$ cat src/hdl/dlct_map.svh
// Purpose: Offsets, field positions, reset values and divider counts of the counter/timer pair.
// Assumes: APB with 32-bit data; each register is one aligned word.
// Notes: Definitions only.
// How it works
// - Each timer offers 13-bit, 16-bit and 8-bit reload modes; only timer zero splits.
// - Each 16-bit count is read and written as a low and a high byte.
// - Both timers have separate mode fields, run bits and flags.
// - In timer function a timer counts the prescaled tick or every system clock.
// - Count select high counts falling edges of the event pin, else the chosen clock.
// - Events up to a quarter of the system clock rate are counted.
// - In 13-bit mode the high byte holds bits 12..5, low bits 4..0 hold the rest.
// - Wrapping from 0x1fff to zero sets the overflow flag.
// - A set flag with its enable bit raises that timer's interrupt request.
// - Counting needs the run bit and either gate disabled or gate pin high; timer one ignores its run bit and gate while timer zero splits.
// - Setting run never clears or reloads the count.
// - Timer one behaves like timer zero, using its own bits and pins.
// - Prescale codes 00, 01, 10 divide the system clock by 12, 4, 48.
// - Timer one overflows pace the serial baud rate.
// - Prescale code 11 divides the external oscillator clock by 8.
// - Clock select 0 takes the prescaled tick, 1 the system clock; ignored when counting.
// - Mode codes: 13-bit, 16-bit, 8-bit reload, split or inactive.
// - A flag stays set until software clears it or the interrupt is taken.
`ifndef DLCT_MAP_SVH
`define DLCT_MAP_SVH

// ==========================================================================
// Register byte addresses.
`define OFS_ZERO_LOW 12'h000
`define OFS_ZERO_HIGH 12'h004
`define OFS_ONE_LOW 12'h008
`define OFS_ONE_HIGH 12'h00c
`define OFS_CONTROL 12'h010
`define OFS_MODE 12'h014
`define OFS_CLOCK 12'h018
`define OFS_IRQ_ENABLE 12'h01c

// ==========================================================================
// Field positions.
`define CTL_ONE_FLAG 7
`define CTL_ONE_RUN 6
`define CTL_ZERO_FLAG 5
`define CTL_ZERO_RUN 4
`define MODE_ONE_GATE 7
`define MODE_ONE_COUNT 6
`define MODE_ONE_LSB 4
`define MODE_ZERO_GATE 3
`define MODE_ZERO_COUNT 2
`define MODE_ZERO_LSB 0
`define CLK_ONE_SEL 4
`define CLK_ZERO_SEL 3
`define CLK_PRESCALE_LSB 0
`define IRQ_ZERO_EN 0
`define IRQ_ONE_EN 1

// ==========================================================================
// Reset values and divider counts.
`define RESET_BYTE 8'h00
`define DIV_SYS_12 6'd12
`define DIV_SYS_4 6'd4
`define DIV_SYS_48 6'd48
`define DIV_EXT_8 6'd8

`endif

$ cat src/hdl/dlct_pkg.sv
// Purpose: Types shared by the counter/timer modules.
// Assumes: Constants live in dlct_map.svh.
// Notes: Nothing here is imported; users write dlct_pkg::name.
package dlct_pkg;
  // ========================================================================
  // Mode field encoding.
  typedef enum logic [1:0] {
    MODE_13BIT = 2'b00,
    MODE_16BIT = 2'b01,
    MODE_RELOAD8 = 2'b10,
    MODE_SPLIT = 2'b11
  } timer_mode_t;
endpackage

$ cat src/hdl/count_if.sv
// Purpose: Carries control and count state between the top and one count unit.
// Assumes: Single clock domain.
// Notes: The unit modport owns the count bytes and overflow pulses.
`timescale 1ns/10ps
interface count_if;
  dlct_pkg::timer_mode_t mode;
  logic inc_low;
  logic inc_high;
  logic wr_low;
  logic wr_high;
  logic [7:0] wdata;
  logic [7:0] low;
  logic [7:0] high;
  logic ovf_low;
  logic ovf_high;
  modport unit (input mode, inc_low, inc_high, wr_low, wr_high, wdata,
                output low, high, ovf_low, ovf_high);
  modport ctrl (output mode, inc_low, inc_high, wr_low, wr_high, wdata,
                input low, high, ovf_low, ovf_high);
endinterface

$ cat src/hdl/count_unit.sv
// Purpose: One timer's count bytes and overflow detection in all four modes.
// Assumes: Increment enables are single-cycle and already gated by run logic.
// Notes: In 13-bit mode the top three low bits keep whatever was written.
`timescale 1ns/10ps
module count_unit (
  // Clock and reset.
  input wire logic pclk,
  input wire logic presetn,
  // Control and state.
  count_if.unit cif
);
  logic [7:0] next_low;
  logic [7:0] next_high;
  logic next_ovf_low;
  logic next_ovf_high;
  logic [12:0] c13;
  logic [15:0] c16;

  // ========================================================================
  // Next count per mode; a software write to a byte wins over counting.
  always_comb begin
    next_low = cif.low;
    next_high = cif.high;
    next_ovf_low = 1'b0;
    next_ovf_high = 1'b0;
    c13 = {cif.high, cif.low[4:0]} + 13'd1;
    c16 = {cif.high, cif.low} + 16'd1;
    unique case (cif.mode)
      dlct_pkg::MODE_13BIT: if (cif.inc_low) begin
        next_low = {cif.low[7:5], c13[4:0]};
        next_high = c13[12:5];
        next_ovf_low = (c13 == 13'd0);
      end
      dlct_pkg::MODE_16BIT: if (cif.inc_low) begin
        next_low = c16[7:0];
        next_high = c16[15:8];
        next_ovf_low = (c16 == 16'd0);
      end
      dlct_pkg::MODE_RELOAD8: if (cif.inc_low) begin
        next_low = (cif.low == 8'hff) ? cif.high : cif.low + 8'd1;
        next_ovf_low = (cif.low == 8'hff);
      end
      dlct_pkg::MODE_SPLIT: begin
        if (cif.inc_low) begin
          next_low = cif.low + 8'd1;
          next_ovf_low = (cif.low == 8'hff);
        end
        if (cif.inc_high) begin
          next_high = cif.high + 8'd1;
          next_ovf_high = (cif.high == 8'hff);
        end
      end
    endcase
    if (cif.wr_low) begin
      next_low = cif.wdata;
    end
    if (cif.wr_high) begin
      next_high = cif.wdata;
    end
  end

  // Count bytes and overflow pulses.
  always_ff @(posedge pclk or negedge presetn) begin
    if (!presetn) begin
      cif.low <= 8'h00;
      cif.high <= 8'h00;
      cif.ovf_low <= 1'b0;
      cif.ovf_high <= 1'b0;
    end else begin
      cif.low <= next_low;
      cif.high <= next_high;
      cif.ovf_low <= next_ovf_low;
      cif.ovf_high <= next_ovf_high;
    end
  end

  AST_WRAP13: assert property (@(posedge pclk) disable iff (!presetn)
    (cif.mode == dlct_pkg::MODE_13BIT && cif.inc_low && !cif.wr_low && !cif.wr_high
     && cif.high == 8'hff && cif.low[4:0] == 5'h1f)
    |=> cif.ovf_low && cif.high == 8'h00 && cif.low[4:0] == 5'h00)
    else $error("13-bit wrap did not clear count and flag overflow");
  AST_RELOAD8: assert property (@(posedge pclk) disable iff (!presetn)
    (cif.mode == dlct_pkg::MODE_RELOAD8 && cif.inc_low && !cif.wr_low && cif.low == 8'hff)
    |=> cif.ovf_low && cif.low == $past(cif.high))
    else $error("8-bit reload did not take the high byte");
endmodule // count_unit

$ cat src/hdl/dual_legacy_counter_timer.sv
// Purpose: Two legacy counter/timers with APB registers, gate and event pins.
// Assumes: pclk at 100 MHz; pins are asynchronous to pclk.
// Notes: Every output is a flip-flop; APB answers with no wait states.
`timescale 1ns/10ps
`include "dlct_map.svh"
module dual_legacy_counter_timer (
  // Clock and reset.
  input wire logic pclk,
  input wire logic presetn,
  // APB slave.
  input wire logic psel,
  input wire logic penable,
  input wire logic pwrite,
  input wire logic [11:0] paddr,
  input wire logic [31:0] pwdata,
  output logic [31:0] prdata,
  output logic pready,
  output logic pslverr,
  // External pins.
  input wire logic event_pin_zero,
  input wire logic event_pin_one,
  input wire logic gate_pin_zero_n,
  input wire logic gate_pin_one_n,
  input wire logic external_osc_clock,
  // Interrupt acknowledge from the processor, one cycle each.
  input wire logic irq_ack_zero,
  input wire logic irq_ack_one,
  // Interrupt requests and baud pacing.
  output logic timer_zero_irq,
  output logic timer_one_irq,
  output logic baud_tick
);
  logic [7:0] timer_control_reg;
  logic [7:0] timer_mode_reg;
  logic [7:0] clock_control_reg;
  logic [7:0] interrupt_enable_reg;
  logic timer_zero_overflow_flag;
  logic timer_one_overflow_flag;
  logic [3:0] pin_meta;
  logic [3:0] pin_sync;
  logic [1:0] event_prev;
  logic ev_fall_zero;
  logic ev_fall_one;
  logic prescale_tick;
  logic run_zero;
  logic run_one;
  logic split;
  logic tick_zero;
  logic tick_one;
  logic wr_access;
  logic set_zero;
  logic set_one;
  logic wr_ctl;
  logic [7:0] wbyte;
  logic [7:0] read_mux;
  logic mapped;
  logic [1:0] run_bits;

  count_if zero_if ();
  count_if one_if ();

  // ========================================================================
  // Pin synchronisers: bit 0/1 events, bit 2/3 gates; edges read stage two.
  always_ff @(posedge pclk or negedge presetn) begin
    if (!presetn) begin
      pin_meta <= 4'h0;
      pin_sync <= 4'h0;
      event_prev <= 2'b00;
    end else begin
      pin_meta <= {gate_pin_one_n, gate_pin_zero_n, event_pin_one, event_pin_zero};
      pin_sync <= pin_meta;
      event_prev <= pin_sync[1:0];
    end
  end

  // One falling edge per transition; a level held two cycles is never missed.
  assign ev_fall_zero = event_prev[0] & ~pin_sync[0];
  assign ev_fall_one = event_prev[1] & ~pin_sync[1];

  prescaler u_prescaler (
    .pclk(pclk),
    .presetn(presetn),
    .prescale_select(clock_control_reg[`CLK_PRESCALE_LSB +: 2]),
    .external_osc_clock(external_osc_clock),
    .prescale_tick(prescale_tick)
  );

  // ========================================================================
  // Count enables. Timer one loses its pin and flag while timer zero splits.
  assign split = (timer_mode_reg[`MODE_ZERO_LSB +: 2] == 2'b11);
  assign tick_zero = timer_mode_reg[`MODE_ZERO_COUNT] ? ev_fall_zero :
                     (clock_control_reg[`CLK_ZERO_SEL] ? 1'b1 : prescale_tick);
  assign tick_one = (timer_mode_reg[`MODE_ONE_COUNT] && !split) ? ev_fall_one :
                    (clock_control_reg[`CLK_ONE_SEL] ? 1'b1 : prescale_tick);
  assign run_zero = timer_control_reg[`CTL_ZERO_RUN] &&
                    (!timer_mode_reg[`MODE_ZERO_GATE] || pin_sync[2]);
  assign run_one = split ? (timer_mode_reg[`MODE_ONE_LSB +: 2] != 2'b11) :
                   (timer_control_reg[`CTL_ONE_RUN] && timer_mode_reg[`MODE_ONE_LSB +: 2] != 2'b11
                    && (!timer_mode_reg[`MODE_ONE_GATE] || pin_sync[3]));

  // Run bits only gate counting; nothing reloads the count on a rising run.
  assign zero_if.mode = dlct_pkg::timer_mode_t'(timer_mode_reg[`MODE_ZERO_LSB +: 2]);
  assign zero_if.inc_low = run_zero && tick_zero;
  assign zero_if.inc_high = split && timer_control_reg[`CTL_ONE_RUN] &&
                            (clock_control_reg[`CLK_ZERO_SEL] ? 1'b1 : prescale_tick);
  assign one_if.mode = (timer_mode_reg[`MODE_ONE_LSB +: 2] == 2'b11) ?
                       dlct_pkg::MODE_13BIT :
                       dlct_pkg::timer_mode_t'(timer_mode_reg[`MODE_ONE_LSB +: 2]);
  assign one_if.inc_low = run_one && tick_one;
  assign one_if.inc_high = 1'b0;

  count_unit u_zero (
    .pclk(pclk),
    .presetn(presetn),
    .cif(zero_if)
  );

  count_unit u_one (
    .pclk(pclk),
    .presetn(presetn),
    .cif(one_if)
  );

  // ========================================================================
  // APB decode. A write lands in the access phase, which is also the answer.
  assign wr_access = psel && penable && pwrite && pready;
  assign wbyte = pwdata[7:0];
  assign wr_ctl = wr_access && paddr == `OFS_CONTROL;
  assign zero_if.wdata = wbyte;
  assign one_if.wdata = wbyte;
  assign zero_if.wr_low = wr_access && paddr == `OFS_ZERO_LOW;
  assign zero_if.wr_high = wr_access && paddr == `OFS_ZERO_HIGH;
  assign one_if.wr_low = wr_access && paddr == `OFS_ONE_LOW;
  assign one_if.wr_high = wr_access && paddr == `OFS_ONE_HIGH;
  assign mapped = (paddr[11:5] == 7'd0) && (paddr[1:0] == 2'b00);

  // Readback; the undefined 13-bit low bits simply show their stored value.
  always_comb begin
    unique case (paddr)
      `OFS_ZERO_LOW: read_mux = zero_if.low;
      `OFS_ZERO_HIGH: read_mux = zero_if.high;
      `OFS_ONE_LOW: read_mux = one_if.low;
      `OFS_ONE_HIGH: read_mux = one_if.high;
      `OFS_CONTROL: read_mux = timer_control_reg;
      `OFS_MODE: read_mux = timer_mode_reg;
      `OFS_CLOCK: read_mux = clock_control_reg;
      `OFS_IRQ_ENABLE: read_mux = interrupt_enable_reg;
      default: read_mux = 8'h00;
    endcase
  end

  // Bus answer registered in the setup phase so pready is high in access.
  always_ff @(posedge pclk or negedge presetn) begin
    if (!presetn) begin
      pready <= 1'b0;
      pslverr <= 1'b0;
      prdata <= 32'h0000_0000;
    end else begin
      pready <= psel && !penable;
      pslverr <= psel && !penable && !mapped;
      if (psel && !penable && !pwrite) begin
        prdata <= {24'h00_0000, read_mux};
      end
    end
  end

  // Configuration registers written by software.
  always_ff @(posedge pclk or negedge presetn) begin
    if (!presetn) begin
      timer_mode_reg <= `RESET_BYTE;
      clock_control_reg <= `RESET_BYTE;
      interrupt_enable_reg <= `RESET_BYTE;
    end else begin
      if (wr_access && paddr == `OFS_MODE) begin
        timer_mode_reg <= wbyte;
      end
      if (wr_access && paddr == `OFS_CLOCK) begin
        clock_control_reg <= wbyte & 8'h1b;
      end
      if (wr_access && paddr == `OFS_IRQ_ENABLE) begin
        interrupt_enable_reg <= wbyte & 8'h03;
      end
    end
  end

  // ========================================================================
  // Overflow flags: a hardware set in the clearing cycle wins.
  assign set_zero = zero_if.ovf_low;
  assign set_one = split ? zero_if.ovf_high : one_if.ovf_low;
  always_ff @(posedge pclk or negedge presetn) begin
    if (!presetn) begin
      timer_zero_overflow_flag <= 1'b0;
      timer_one_overflow_flag <= 1'b0;
    end else begin
      timer_zero_overflow_flag <= set_zero || (!irq_ack_zero &&
        (wr_ctl ? wbyte[`CTL_ZERO_FLAG] : timer_zero_overflow_flag));
      timer_one_overflow_flag <= set_one || (!irq_ack_one &&
        (wr_ctl ? wbyte[`CTL_ONE_FLAG] : timer_one_overflow_flag));
    end
  end

  // Run bits: bit 0 is timer zero, bit 1 is timer one.
  always_ff @(posedge pclk or negedge presetn) begin
    if (!presetn) begin
      run_bits <= 2'b00;
    end else if (wr_ctl) begin
      run_bits <= {wbyte[`CTL_ONE_RUN], wbyte[`CTL_ZERO_RUN]};
    end
  end

  // The control register has one driver, so run bits and flags never fight.
  always_comb begin
    timer_control_reg = `RESET_BYTE;
    timer_control_reg[`CTL_ZERO_RUN] = run_bits[0];
    timer_control_reg[`CTL_ONE_RUN] = run_bits[1];
    timer_control_reg[`CTL_ZERO_FLAG] = timer_zero_overflow_flag;
    timer_control_reg[`CTL_ONE_FLAG] = timer_one_overflow_flag;
  end

  // Interrupt requests and the baud tick, which follows timer one in every mode.
  always_ff @(posedge pclk or negedge presetn) begin
    if (!presetn) begin
      timer_zero_irq <= 1'b0;
      timer_one_irq <= 1'b0;
      baud_tick <= 1'b0;
    end else begin
      timer_zero_irq <= timer_zero_overflow_flag && interrupt_enable_reg[`IRQ_ZERO_EN];
      timer_one_irq <= timer_one_overflow_flag && interrupt_enable_reg[`IRQ_ONE_EN];
      baud_tick <= one_if.ovf_low;
    end
  end

  // ========================================================================
  AST_FLAG_SET: assert property (@(posedge pclk) disable iff (!presetn)
    zero_if.ovf_low |=> timer_zero_overflow_flag)
    else $error("overflow did not set timer zero flag");
  AST_SPLIT_FLAG: assert property (@(posedge pclk) disable iff (!presetn)
    (split && zero_if.ovf_high) |=> timer_one_overflow_flag)
    else $error("split high byte overflow did not set timer one flag");
  AST_FLAG_STICKY: assert property (@(posedge pclk) disable iff (!presetn)
    (timer_zero_overflow_flag && !wr_ctl && !irq_ack_zero) |=> timer_zero_overflow_flag)
    else $error("timer zero flag dropped without a clear");
  AST_IRQ_RAISE: assert property (@(posedge pclk) disable iff (!presetn)
    (timer_one_overflow_flag && interrupt_enable_reg[`IRQ_ONE_EN]) |=> timer_one_irq)
    else $error("timer one request not raised");
  AST_HOLD_STOPPED: assert property (@(posedge pclk) disable iff (!presetn)
    (!timer_control_reg[`CTL_ZERO_RUN] && !zero_if.wr_low && !zero_if.wr_high && !split)
    |=> $stable(zero_if.low) && $stable(zero_if.high))
    else $error("stopped timer zero changed its count");
  AST_GATE_LOW: assert property (@(posedge pclk) disable iff (!presetn)
    (timer_mode_reg[`MODE_ZERO_GATE] && !pin_sync[2]) |-> !zero_if.inc_low)
    else $error("timer zero counted with its gate pin low");
  AST_EVENT_EDGE: assert property (@(posedge pclk) disable iff (!presetn)
    (timer_mode_reg[`MODE_ZERO_COUNT] && zero_if.inc_low) |-> $past(pin_sync[0]) && !pin_sync[0])
    else $error("event count without a falling edge");
  AST_APB_ANSWER: assert property (@(posedge pclk) disable iff (!presetn)
    (psel && !penable) |=> pready ##1 !pready)
    else $error("apb answer not given in the access phase");
endmodule // dual_legacy_counter_timer

$ cat src/hdl/prescaler.sv
// Purpose: Makes the one-cycle prescaled tick shared by both timers.
// Assumes: external_osc_clock is asynchronous and much slower than pclk.
// Notes: Changing the code mid-period restarts cleanly at the next tick.
`timescale 1ns/10ps
`include "dlct_map.svh"
module prescaler (
  // Clock and reset.
  input wire logic pclk,
  input wire logic presetn,
  // Control and clock sources.
  input wire logic [1:0] prescale_select,
  input wire logic external_osc_clock,
  // Tick.
  output logic prescale_tick
);
  logic osc_meta;
  logic osc_sync;
  logic osc_prev;
  logic [5:0] div_count;
  logic step;
  logic [5:0] limit;

  // Divide length for each prescale code.
  function automatic logic [5:0] div_limit(input logic [1:0] sel);
    unique case (sel)
      2'b00: div_limit = `DIV_SYS_12;
      2'b01: div_limit = `DIV_SYS_4;
      2'b10: div_limit = `DIV_SYS_48;
      2'b11: div_limit = `DIV_EXT_8;
    endcase
  endfunction

  // ========================================================================
  // Oscillator synchroniser; only the second stage feeds the edge detector.
  always_ff @(posedge pclk or negedge presetn) begin
    if (!presetn) begin
      osc_meta <= 1'b0;
      osc_sync <= 1'b0;
      osc_prev <= 1'b0;
    end else begin
      osc_meta <= external_osc_clock;
      osc_sync <= osc_meta;
      osc_prev <= osc_sync;
    end
  end

  // External code steps on oscillator rising edges, others on every cycle.
  assign limit = div_limit(prescale_select);
  assign step = (prescale_select == 2'b11) ? (osc_sync & ~osc_prev) : 1'b1;

  // ========================================================================
  // Divider; >= guards against a count left high by a shorter new code.
  always_ff @(posedge pclk or negedge presetn) begin
    if (!presetn) begin
      div_count <= 6'd0;
      prescale_tick <= 1'b0;
    end else begin
      prescale_tick <= 1'b0;
      if (step) begin
        if (div_count >= limit - 6'd1) begin
          div_count <= 6'd0;
          prescale_tick <= 1'b1;
        end else begin
          div_count <= div_count + 6'd1;
        end
      end
    end
  end

  AST_DIV4_PERIOD: assert property (@(posedge pclk) disable iff (!presetn)
    (prescale_tick && prescale_select == 2'b01 ##1 prescale_select == 2'b01 [*4])
    |-> prescale_tick && $past(!prescale_tick))
    else $error("divide by 4 tick period wrong");
endmodule // prescaler

$ cat config.mk
export PLATFORM = sky130hd
export DESIGN_NAME = dual_legacy_counter_timer
export DESIGN_NICKNAME = d
export VERILOG_FILES = /design/src/hdl/dlct_pkg.sv /design/src/hdl/count_if.sv /design/src/hdl/count_unit.sv /design/src/hdl/dual_legacy_counter_timer.sv /design/src/hdl/prescaler.sv
export VERILOG_INCLUDE_DIRS = /design/src /design/src/hdl
export SDC_FILE = /design/constraint.sdc
export NUM_CORES = 1
export LEC_CHECK = 0
export BUFFER_PORTS_ARGS = -buffer_cell sky130_fd_sc_hd__clkbuf_2
export CORE_UTILIZATION = 45
export CTS_CLUSTER_DIAMETER = 200
export CTS_CLUSTER_SIZE = 14
export DETAILED_ROUTE_END_ITERATION = 10
export HOLD_SLACK_MARGIN = 0.08
export SLEW_MARGIN = 0
export SYNTH_ARGS = -nofsm -noshare
export SYNTH_HDL_FRONTEND = slang
export SYNTH_HIERARCHICAL = 1
export SYNTH_SLANG_ARGS = --single-unit
$ cat constraint.sdc
create_clock -name pclk -period 4.57 [get_ports pclk]
set_clock_uncertainty 0.1 [all_clocks]
set_input_delay 0.914 -clock pclk [delete_from_list [all_inputs] [get_ports pclk]]
set_output_delay 0.914 -clock pclk [all_outputs]
set_load 0.005 [all_outputs]
# Word-level counts from Yosys, hierarchy flattened
# Index checks and enable logic that the tools add are counted.
# op_classes
n_addsub	9
n_mul	0
div	0
order_cmp	1
eq_ne	36
shifts	0
muxes	48
bitwise	6
n_reduce_logical	59
# ops
operator	n
$mux W8	17
$pmux W8 S4	2
$pmux W8 S8	1
$eq A12 B5 Y1 const B	4
$add A16 B1 Y16 const B	2
$logic_not A16 Y1	2
$logic_and A1 B1 Y1	27
$add A13 B1 Y13 const B	2
$logic_not A13 Y1	2
$add A8 B1 Y8 const B	3
$eq A12 B4 Y1 const B	2
$eq A8 B8 Y1 const B	3
$pmux W6 S4	1
$pmux W8 S3	1
$ne A3 B1 Y1 const B	7
$reduce_and A4 Y1	5
$mux W1	19
$ne A3 B3 Y1 const B	6
$pmux W8 S2	1
$eq A2 B2 Y1 const B	7
$eq A12 B3 Y1 const B	1
$logic_not A12 Y1	1
$mux W5	2
$logic_not A1 Y1	8
18 further kinds	33
# totals
register_bits	86
latch_bits	0
ram_bits	0
rom_bits	0
word_cells	188
n_memories	0

# Logic depth before layout (Yosys ltp)
# logic_depth
depth_word	8
ltp_mapped	10
ltp_nobuf	9

# Hierarchy
# Netlist, hierarchy kept.
# modules_own_cells
mod	instances	cells_each	area_per_inst_um2
count_unit	2	282	2050.7
dual_legacy_counter_timer	1	205	2239.6
prescaler	1	46	506.7

# Worst setup path before layout
# No wires, ideal clock.
# synth_path
path_kind	in2reg
startpoint	input paddr[11]
endpoint	register u_one.cif.low[2]
setup_ns	0.125
arrival_ns	3.067
t_required_ns	4.345
slack_ns	1.279
cell_stages	8
n_path_buf	1
path_cell_list	or4_4 -> nor4_1 -> nand2b_1 -> nor2_1 -> clkbuf_1 -> nor2_1 -> o21ai_1 -> mux2_2
# synth_between
elab_chain_len	4
# synth_rtl
element	line_no	text
start: declaration	dual_legacy_counter_timer.sv:14	input wire logic [11:0] paddr,
$eq A12 B4 Y1 (*)	--	
$logic_and A1 B1 Y1 (no source line) (*)	--	
named net one_if.wr_low	count_if.sv:9	logic wr_low;
$ne A3 B3 Y1 (no source line)	--	
$reduce_and A4 Y1 (no source line)	--	
end signal: assignment	count_unit.sv:70	cif.low <= next_low;
end: declaration	count_if.sv:17	output low, high, ovf_low, ovf_high);
# The timed path passes the listed nets; every way through them passes the cells marked *.
# A chain may end at the register's enable or synchronous reset.

# Worst setup path in the final report
# layout_path
startpoint	register u_one.cif.low[0]
endpoint	register u_one.cif.high[6]
# layout_between
elab_chain_len	4
# layout_rtl
element	line_no	text
$add A16 B1 Y16 or $add A13 B1 Y13 (tied branches)	count_unit.sv:27, count_unit.sv:26	
$mux W8, on equally long branches	count_unit.sv:34, count_unit.sv:29	
$pmux W8 S2 (*)	count_unit.sv:28	unique case (cif.mode)
$mux W8 (*)	count_unit.sv:57	if (cif.wr_high) begin
end signal: assignment	count_unit.sv:71	cif.high <= next_high;
end: declaration	count_if.sv:17	
# Mark *: on every way between the ends. The rest lies on a longest branch, timed or not. The select of a mux whose other input is x is not followed.

==> results.ini <==
[sta]
tightest_slew_ps=799.7
finalSetupTns_ps=0
period_share=0.6819
fmax_ghz=0.3209
slew_violations=0
rsz0062_at_grt=no
hold_viol=0
setup_viol=0
holdWs_ps=251.9
max_slew_margin=0.4669
fin_crit_ps=3116

[setup_path]
crit_buf_inv=0
crit_path_top_delay_cell=and4_1
critPathKind=reg2reg
path_delay_family=simple AND/OR/NAND/NOR gates
cp.required_ps=4730
critPathMaxFanout=15
worstPathArrival_ps=3280
worstPathCellList=ha_1 > and4_1 > nand2_1 > or3_1 > a21oi_1 > a2111oi_0 > o31ai_1
crit_path_start_kind=flop
max_stage_delay_ps=660
critPathCaptureType=flop

[final_layout]
finalNonFillerCells=1005
stdcell_area_um2=7307
drive_gt1_frac=0.1705
syn_to_final_growth_pct=7.254
final_nets=891
n_antenna_cell=0

[cts]
cts.clk_slew.worst_paths_ps=70
cts_buffers=9
clkSinkCount=86
cts_tree=built
htree_levels=3
holdBufCountCts=0
clock_latency_ps=350
clock-root-buffer=clkbuf_16
postCtsSetupRepairBufs=0
cts_buffer_depth=2
post_cts.resized_instances=0

[yosys]
syn_area_per_cell_um2=8.390
synth_area_um2=6813
syn_inst=812
yosysWarningCount=6

[routing]
vias=6230
first_pass_iters=8
wire_per_inst_um=20.07
first_iter_violations=681
drc_errors=20
vias_per_cell=6.199
routed_wl_um=20170
drtAntennaViolNets=0

[floorplan]
rows=44
start_util=0.4652
io_pins=93
die_x_um=125.0
die-height_um=125.0
dieArea_um2=15640
core_um2=14640

[hold_path]
hold_path_class=reg2reg

[run_status]
violations=design-rule violations
status=complete, but fails checks

[placement]
post-dp-hpwl_um=14620
place_inst=989
gp_congestion=0.9360
io_buffers=44
detailed_place.area_um2=6977

[global_routing]
gr-usage-all-layers=0.2642
grt_pass1_wl_um=32080
grt_pass1_vias=5795
antenna_found_initial=0
grt_max_degree=61
grt_overflow=0

[power_and_ir_drop]
power.net_switching_mw=0.4931
power_frac_seq=0.448
switching_share=0.2645
powerDensity_nw_per_um2=255.1
p_comb_frac=0.110
p_int_mw=1.371
max-vdd-ir-drop_uv=308.4
clock_power_share=0.442
leakage_nw=3.004

[job]
maxCapViolCount=0

per-layer routing:
metal / vias to the layer above / GRT usage / wire length [um]
li1: 2913 / - / -
met1: 2962 / 0.3786 / 9175
met2: 321 / 0.3999 / 8842
met3: 34 / 0.05263 / 1738
met4: 0 / 0.08321 / 410
met5: - / 0 / 0
stage by stage:
stage / utilization / total power [mW] / setup WS (ps)
finish: 0.4990 / 1.864 / 1454
global route: 0.4990 / 1.954 / 1260
CTS: 0.4990 / 1.888 / 1498
detailed placement: 0.4764 / 1.053 / 1250
global placement: 0.4764 / 1.045 / 1250
floorplan: - / 0.9862 / 1279
power groups by stage:
stage	registers (mW)	logic [mW]	clock network (mW)
after floorplan	0.834	0.153	0
after global placement	0.846	0.198	0
after detailed placement	0.848	0.205	0
after CTS	0.833	0.206	0.849
after global routing	0.839	0.234	0.880
final	0.834	0.205	0.824
worst register-to-register path, cell delays in order, from the launching register on:
cell and delay (ps):
dfrtp_1 520, ha_1 360, and4_1 660, nand2_1 440, or3_1 460, a21oi_1 150
a2111oi_0 100, o31ai_1 250
layout by cell type, fill, tap and decap left out, types with 19 or more instances in the layout:
master,instances
clkbuf_2,43
ha_1,19
nand3_1,22
a21oi_1,54
conb_1,27
nor3_1,28
nand2_1,71
mux2_2,30
dfrtp_1,86
nor2_1,81
inv_1,25
o21ai_0,36
mux2i_1,20
final cells by class:
| type | count | area [um^2] |
|---|---|---|
| well taps | 184 | 230.2 |
| clock buffers | 9 | 225.2 |
| multi-input cells | 638 | 4195 |
| repair buffers | 54 | 297.8 |
| inverters | 27 | 101.3 |
| clock inverters | 7 | 105.1 |
| flip-flops and latches | 86 | 2152 |
| fillers | 1398 | 7337 |
worst paths after layout:
kind | end | depth (start not counted) | slack (ps) | start
max | u_one/cif.high[6]$_DFFE_PN0P_ | 7 | 1450 | u_one/cif.low[0]$_DFFE_PN0P_
min | pin_sync[2]$_DFF_PN0_ | 0 | 250 | pin_meta[2]$_DFF_PN0_
max reg2reg | u_one/cif.high[6]$_DFFE_PN0P_ | 7 | 1450 | u_one/cif.low[0]$_DFFE_PN0P_
min reg2reg | pin_sync[2]$_DFF_PN0_ | 0 | 250 | pin_meta[2]$_DFF_PN0_
max in group asynchronous | prdata[0]$_DFFE_PN0P_ | 2 | 2980 | presetn
min in group asynchronous | timer_zero_irq$_DFF_PN0_ | 1 | 540 | presetn
(Power assumes the default switching activity.)
